[src/sspi_pkg.sv]
// Package for the serial register port master: constants, command and status structs.
// Assumes a 25 MHz system clock; the serial clock is derived from it by a divider.
package sspi_pkg;
   // System clock and serial timing
   localparam int unsigned CLK_PERIOD_NS   = 40;
   localparam int unsigned SCK_MIN_PERIOD_NS = 100;
   // Half period in system cycles, rounded up so the serial clock never exceeds its limit
   localparam int unsigned SCK_HALF_CYC    =
      (SCK_MIN_PERIOD_NS + 2 * CLK_PERIOD_NS - 1) / (2 * CLK_PERIOD_NS);
   localparam int unsigned SCK_PERIOD_CYC  = 2 * SCK_HALF_CYC;
   // Select-to-first-rise, last-fall-to-deselect, and gap between accesses in serial periods
   localparam int unsigned LEAD_PERIODS    = 1;
   localparam int unsigned TAIL_PERIODS    = 1;
   localparam int unsigned GAP_PERIODS     = 2;
   // Frame layout
   localparam int unsigned ADDR_W          = 9;
   localparam int unsigned DATA_W          = 16;
   localparam int unsigned FRAME_BITS      = ADDR_W + 1 + DATA_W;
   localparam logic        DIR_WRITE       = 1'b1;
   localparam logic        DIR_READ        = 1'b0;
   localparam logic [15:0] RDATA_RESET     = 16'h0000;

   // Request from the user side
   typedef struct packed {
      logic              write;
      logic [ADDR_W-1:0] addr;
      logic [DATA_W-1:0] wdata;
   } sspi_req_t;

   // Answer to the user side
   typedef struct packed {
      logic              done;
      logic              was_write;
      logic [DATA_W-1:0] rdata;
   } sspi_rsp_t;
endpackage : sspi_pkg

[src/sspi_master.sv]
// Serial register port master: drives select, serial clock and data into the sensor port.
// Assumes a 25 MHz i_clk, synchronous active-high reset, miso arriving from off chip.
//
// Functional notes
// - Every access starts by pulling select low; slave answers only while selected.
// - Each access carries a 9-bit address and a 16-bit data word.
// - Wait one serial period after select, then send address MSB first.
// - Select low to first rising serial clock edge is at least one period.
// - Master changes its outgoing data on falling serial clock edges.
// - Bit after the address is direction: one writes, zero reads.
// - For a write, sixteen data bits follow MSB first on mosi.
// - Master samples miso on the falling serial clock edge during a read.
// - After the last bit wait one serial period, then raise select.
// - Serial clock stays at or below 10 MHz.
// - Between accesses deselect and idle at least two serial periods.
module sspi_master (
   // Clock and reset
   input  wire logic                  i_clk,
   input  wire logic                  i_reset,
   // User request
   input  wire logic                  i_req_valid,
   input  wire sspi_pkg::sspi_req_t   i_req,
   output logic                       o_req_ready,
   // User answer
   output sspi_pkg::sspi_rsp_t        o_rsp,
   // Serial pins
   output logic                       o_sck,
   output logic                       o_ss_n,
   output logic                       o_mosi,
   input  wire logic                  i_miso
);
   timeunit 1ns;
   timeprecision 100ps;

   // Sequencer phases: select lead-in, bit shifting, lead-out before deselect, and the
   // enforced idle gap. A request that arrives in any phase but idle simply waits, so a
   // user that keeps valid high never loses an access and never shortens the gap.
   typedef enum logic [2:0] {S_IDLE, S_LEAD, S_SHIFT, S_TAIL, S_GAP} sspi_state_t;

   // Phase lengths in system cycles, as the last count value of each phase. At 25 MHz
   // the serial half period is two cycles, so one serial period is four cycles: lead
   // and tail last four cycles each and the gap eight. The counter is wider than any
   // of them needs, which leaves room for a slower serial clock in the package.
   localparam int unsigned CNT_W = 8;
   localparam logic [CNT_W-1:0] HALF_LAST = CNT_W'(sspi_pkg::SCK_HALF_CYC - 1);
   localparam logic [CNT_W-1:0] LEAD_LAST =
      CNT_W'(sspi_pkg::LEAD_PERIODS * sspi_pkg::SCK_PERIOD_CYC - 1);
   localparam logic [CNT_W-1:0] TAIL_LAST =
      CNT_W'(sspi_pkg::TAIL_PERIODS * sspi_pkg::SCK_PERIOD_CYC - 1);
   localparam logic [CNT_W-1:0] GAP_LAST  =
      CNT_W'(sspi_pkg::GAP_PERIODS * sspi_pkg::SCK_PERIOD_CYC - 1);
   localparam logic [4:0] LAST_BIT = 5'(sspi_pkg::FRAME_BITS - 1);
   localparam int unsigned SR_W = sspi_pkg::FRAME_BITS;

   sspi_state_t              state;
   logic [CNT_W-1:0]         cnt;
   logic [4:0]               bit_idx;
   logic [SR_W-1:0]          shreg;
   logic                     is_write;
   logic [sspi_pkg::DATA_W-1:0] rd_shift;
   logic                     miso_s;
   logic                     half_done;
   logic                     fall_rd;
   logic [1:0]               cap_pipe;

   // Miso comes from off chip: synchronise before use. The two stages delay the pin by
   // two system cycles; the read capture below delays its strobe to match.
   sspi_sync u_miso_sync (
      .i_clk   (i_clk),
      .i_reset (i_reset),
      .i_async (i_miso),
      .o_sync  (miso_s)
   );

   assign half_done = (cnt == HALF_LAST);

   // Falling serial edge that carries a read data bit: the sixteen after the direction bit
   assign fall_rd = (state == S_SHIFT) && half_done && o_sck && !is_write
                    && (bit_idx > 5'(sspi_pkg::ADDR_W));

   // Sequencer: lead, shift, tail and gap phases
   always_ff @(posedge i_clk) begin
      if (i_reset) begin
         state   <= S_IDLE;
         cnt     <= '0;
         bit_idx <= '0;
         o_ss_n  <= 1'b1;
      end else begin
         case (state)
            S_IDLE: begin
               cnt <= '0;
               if (i_req_valid) begin
                  o_ss_n <= 1'b0;
                  state  <= S_LEAD;
               end
            end
            S_LEAD: begin
               // Full serial period with clock low before the first rise
               if (cnt == LEAD_LAST) begin
                  cnt     <= '0;
                  bit_idx <= '0;
                  state   <= S_SHIFT;
               end else begin
                  cnt <= cnt + 1'b1;
               end
            end
            S_SHIFT: begin
               // Two-cycle half periods; a bit is finished at its falling edge,
               // and the last falling edge hands over to the lead-out
               if (half_done) begin
                  cnt <= '0;
                  if (o_sck) begin
                     if (bit_idx == LAST_BIT) begin
                        state <= S_TAIL;
                     end
                     bit_idx <= bit_idx + 1'b1;
                  end
               end else begin
                  cnt <= cnt + 1'b1;
               end
            end
            S_TAIL: begin
               if (cnt == TAIL_LAST) begin
                  cnt    <= '0;
                  o_ss_n <= 1'b1;
                  state  <= S_GAP;
               end else begin
                  cnt <= cnt + 1'b1;
               end
            end
            S_GAP: begin
               if (cnt == GAP_LAST) begin
                  cnt   <= '0;
                  state <= S_IDLE;
               end else begin
                  cnt <= cnt + 1'b1;
               end
            end
            default: begin
               state  <= S_IDLE;
               o_ss_n <= 1'b1;
            end
         endcase
      end
   end

   // Serial clock divider: half period of whole system cycles keeps it under the limit.
   // The clock rests low outside the shift phase, so the slave never sees a stray edge
   // while deselected or during the lead-in and lead-out.
   always_ff @(posedge i_clk) begin
      if (i_reset) begin
         o_sck <= 1'b0;
      end else if (state == S_SHIFT && half_done) begin
         o_sck <= ~o_sck;
      end else if (state != S_SHIFT) begin
         o_sck <= 1'b0;
      end
   end

   // Frame shift register: address, direction, data, all MSB first. The first bit is
   // put out together with select, one and a half periods before the first rising edge; each
   // later bit changes on a falling edge, half a period before the slave samples it.
   // For a read the data field is still i_req.wdata, so mosi carries it while the slave answers.
   always_ff @(posedge i_clk) begin
      if (i_reset) begin
         shreg    <= '0;
         is_write <= 1'b0;
         o_mosi   <= 1'b0;
      end else if (state == S_IDLE && i_req_valid) begin
         // Direction bit follows the nine address bits
         shreg    <= {i_req.addr, i_req.write, i_req.wdata};
         is_write <= i_req.write;
         o_mosi   <= i_req.addr[sspi_pkg::ADDR_W-1];
      end else if (state == S_SHIFT && half_done && o_sck) begin
         // Falling edge: present the next bit
         shreg  <= {shreg[SR_W-2:0], 1'b0};
         o_mosi <= shreg[SR_W-2];
      end else if (state == S_TAIL || state == S_GAP) begin
         o_mosi <= 1'b0;
      end
   end

   // Read strobe pipeline: the falling-edge strobe is delayed by the synchroniser's two
   // stages, so the bit shifted in is the pin level at the falling edge itself. That
   // level settled half a period earlier and holds until the next rising edge.
   always_ff @(posedge i_clk) begin
      if (i_reset) begin
         cap_pipe <= 2'h0;
      end else begin
         cap_pipe <= {cap_pipe[0], fall_rd};
      end
   end

   // Read capture: sixteen falling-edge samples after the direction bit, MSB first
   always_ff @(posedge i_clk) begin
      if (i_reset) begin
         rd_shift <= sspi_pkg::RDATA_RESET;
      end else if (state == S_LEAD) begin
         rd_shift <= sspi_pkg::RDATA_RESET;
      end else if (cap_pipe[1]) begin
         rd_shift <= {rd_shift[sspi_pkg::DATA_W-2:0], miso_s};
      end
   end

   // Answer pulse and ready level. Done rises on the edge that deselects the slave, so
   // rdata is complete by then: the last read bit is shifted in two cycles after the
   // last falling edge, while the lead-out still has two cycles to run.
   // Ready is informational and lags by one cycle; valid alone starts an access.
   always_ff @(posedge i_clk) begin
      if (i_reset) begin
         o_rsp       <= '{done: 1'b0, was_write: 1'b0, rdata: sspi_pkg::RDATA_RESET};
         o_req_ready <= 1'b0;
      end else begin
         o_req_ready    <= (state == S_IDLE) && !i_req_valid;
         o_rsp.done     <= (state == S_TAIL) && (cnt == TAIL_LAST);
         if ((state == S_TAIL) && (cnt == TAIL_LAST)) begin
            o_rsp.was_write <= is_write;
            o_rsp.rdata     <= is_write ? o_rsp.rdata : rd_shift;
         end
      end
   end
endmodule : sspi_master

[src/sspi_sync.sv]
// Two-stage synchroniser for a pin level.
// Assumes the input is asynchronous to i_clk; only the second stage is read.
module sspi_sync (
   // Clock and reset
   input  wire logic i_clk,
   input  wire logic i_reset,
   // Level in and out
   input  wire logic i_async,
   output logic      o_sync
);
   timeunit 1ns;
   timeprecision 100ps;
   logic meta;

   // Two flip-flops in series
   always_ff @(posedge i_clk) begin
      if (i_reset) begin
         meta   <= 1'b0;
         o_sync <= 1'b0;
      end else begin
         meta   <= i_async;
         o_sync <= meta;
      end
   end
endmodule : sspi_sync

[config.mk]
export PLATFORM = sky130hd
export DESIGN_NAME = sspi_master
export DESIGN_NICKNAME = d
export VERILOG_FILES = /design/src/sspi_pkg.sv /design/src/sspi_master.sv /design/src/sspi_sync.sv
export SDC_FILE = /design/constraint.sdc
export NUM_CORES = 1
export LEC_CHECK = 0
export BUFFER_PORTS_ARGS = -buffer_cell sky130_fd_sc_hd__buf_4
export CORE_MARGIN = 3
export CORE_UTILIZATION = 45
export CTS_BUF_LIST = sky130_fd_sc_hd__clkbuf_4 sky130_fd_sc_hd__clkbuf_8
export CTS_CLUSTER_SIZE = 40
export DETAILED_ROUTE_END_ITERATION = 10
export PLACE_DENSITY = 0.69
export RECOVER_POWER = 25
export SLEW_MARGIN = 20
export SYNTH_ARGS = -nofsm -noshare
export SYNTH_HDL_FRONTEND = slang
export SYNTH_HIERARCHICAL = 1
export SYNTH_SLANG_ARGS = --single-unit
[constraint.sdc]
create_clock -name i_clk -period 5 [get_ports i_clk]
set_input_delay 0.5 -clock i_clk [delete_from_list [all_inputs] [get_ports i_clk]]
set_output_delay 0.5 -clock i_clk [all_outputs]
set_load 0.005 [all_outputs]
==> results.toml <==
[sta]
hold_violations = 0
fin_crit_sh_pct = 61.4
tightestPinTransition_ns = 2.70
finalClockSkew_ns = 0.0131
maxSlewViolCount = 63
relSlewSlack_pct = -79.7
rsz0062_at_grt = "no"
layout_min_cycle_time_ns = 3.07
setup_viol = 0
fin_setup_tns_ns = 0
max_freq_ghz = 0.326

[pwr]
leakage_nw = 1.46
p_total_mw = 1.26
p_per_area_nw_per_um2 = 297
irDropWorstVdd_mv = 0.158

[yosys]
yosys.area_share.simple_pct = 18.4
synth_xor_area_share_pct = 1.20
synth_edf_count = 0
ys_ff_latch = 84
syn_inst = 402
synth.distinct_cells = 44
ys.flop_type = "dfxtp_1"
synth_mux_area_share_pct = 11.3
yosys.area_share.adder_pct = 1.37
synth_top_family_by_area = "simple AND/OR/NAND/NOR gates"
synth-seq-area-share_pct = 46.1
synthArstFlopShare_pct = 0
synth_nets = 436
avgSynthCellArea_um2 = 9.07
synth_compound_area_share_pct = 17.2
yosysWarnings = 6
synth.cell_area_um2 = 3640

[floorplan]
dieHeight_um = 96.0
ioPinCount = 52
initial_core_util_pct = 46.7
fp.dieW_um = 96.0
core_area_um2 = 7810
row_count = 32
die_area_um2 = 9220

[clock_tree]
ctsHoldBuffers = 0
insertion_delay_ns = 0.36
cts_sinks = 84
root_buffer = "clkbuf_8"
cts_tree = "done"
cts.htree.levels = 3
clk_pin_slew_ns = 0.09
cts_setup_buffers = 0
cts_resized = 0
cts_buffers = 9
clockBufferDepth = 2

[layout]
finalNetCount = 471
areaGrowthSynthToFinish_pct = 16.0
layout_commonest_cell = "dfxtp_1"
fin_area_um2 = 4230
layout_common_cells = "84 x dfxtp_1, 51 x nor2_1, 41 x mux2i_1"
drive_gt1_share_pct = 16.3
instances_no_fill = 544
n_antenna_cell = 0

[critical_path]
crit_chain = "clkbuf_1, a41oi_1, o311ai_0, o41ai_1"
cp.depth = 4
arrival_ns = 3.30
critical_path_class = "in2reg"
cp.required_ns = 5.23
reg2regPathDepth = 5
cpPeakStageDelay_ns = 1.87
worst-path-buf-inv = 1
crit_family = "buffers and inverters"
crit_path_max_fanout = 62
critPathSlowestCell = "clkbuf_1"
end_kind = "flop"
rrSetupSlack_ns = 2.23
startpoint_type = "input pin"

[placed_design]
portBuffers = 51
dp_hpwl_um = 4950
placed_cells = 528
gp_congestion = 0.789
placedInstanceArea_um2 = 4040

[detailed_routing]
wl_met3_um = 388
drtAntennaViolNets = 0
drt-initial-drc-count = 124
dr.pass1.iters = 4
wl_met2_um = 3440
wl_met1_um = 3590
highest_layer = "met4"
wl_per_cell_um = 13.8
via_per_inst = 5.51
vias = 2996
post-route-drc-count = 0
wirelength_um = 7530

[global_routing]
grt_pass1_wl_um = 12900
grt_use_total_pct = 17.6
antenna_found_initial = 0
grt_pass1_vias = 2871
grt_max_degree = 63
gr-total-overflow = 0

[run_status]
status = "finished with violations"
violations = "capacitance limit, slew limit"

[flow_run]
max_cap_violations = 1

[hold_path]
hp-class = "in2reg"
hold_depth = 2
per-stage QoR:
stage	utilization [%]	hold slack (ns)	worst slack [ns]
final	54.2	0.349	1.93
after global placement	51.8	0.420	2.56
after floorplan	-	0.414	3.08
after global routing	54.2	0.320	1.65
after detailed placement	51.8	0.434	2.34
after CTS	54.3	0.321	2.33
cell type report:
cell class,count,area (um2)
inverters,7,26.3
fillers,756,3580
clock inverters,7,68.8
multi-input cells,281,1800
flip-flops and latches,84,1680
clock buffers,9,124
well taps,102,128
repair buffers,54,398
final timing paths:
kind / startpoint / to
worst max-delay path: i_reset / bit_idx[4]$_SDFFE_PP0P_
worst max register to register: cnt[0]$_SDFFE_PP0P_ / o_rsp[1]$_SDFFE_PP0P_
worst min-delay path: i_req_valid / o_req_ready$_SDFF_PP0_
worst min register to register: cap_pipe[0]$_SDFF_PP0_ / cap_pipe[1]$_SDFF_PP0_
synth_stat cells (all sizes together) (2+ instances only):
library cell,instances,area share [%]
inv,7,0.72
nand2,14,1.4
o311ai,2,0.48
and3,3,0.51
buf,5,1.1
nor2,51,5.3
or3,2,0.34
a21boi,2,0.41
o21ai,22,3.0
a211oi,25,5.1
a31oi,4,0.69
xor2,4,0.96
a21oi,28,3.8
mux2i,41,11
a41oi,3,0.72
nor3b,5,1.0
nand4,5,0.86
clkbuf,25,2.6
o41ai,2,0.48
nand3,21,2.9
a21o,3,0.62
dfxtp,84,46
nor3,4,0.55
nor4,6,1.4
nor2b,6,1.0
o32ai,2,0.48
ha,4,1.4
o31ai,2,0.41
nand2b,8,1.4
report_power, final:
group          switching (mW)  internal (mW)
Clock                   0.271          0.192
Combinational          0.0468         0.0414
Sequential             0.0160          0.690
Total                   0.334          0.923
sequential cells by signal, indices dropped and copies added (netlist names):
signal,cells
o_ss_n,1
o_mosi,1
o_rsp,18
u_miso_sync/o_sync,1
rd_shift,16
o_sck,1
state,3
cap_pipe,2
o_req_ready,1
cnt,8
bit_idx,5
is_write,1
u_miso_sync/meta,1
shreg,25
cells by family (layout without fill, tap and decap cells):
group / Yosys count / in the layout
and+or+nand+nor: 132 / 132
muxes: 41 / 41
xor gates and xnor gates: 5 / 5
adders and majority gates: 4 / 4
AOI/OAI and AO/OA: 99 / 99
DFF: 84 / 84
buffers and inverters: 37 / 77
metal layers:
layer	vias to the layer above	track usage (%)
li1	1521	-
met1	1392	23.0
met2	72	27.1
met3	11	4.69
met4	0	7.70
met5	-	0
(Power assumes the default switching activity.)
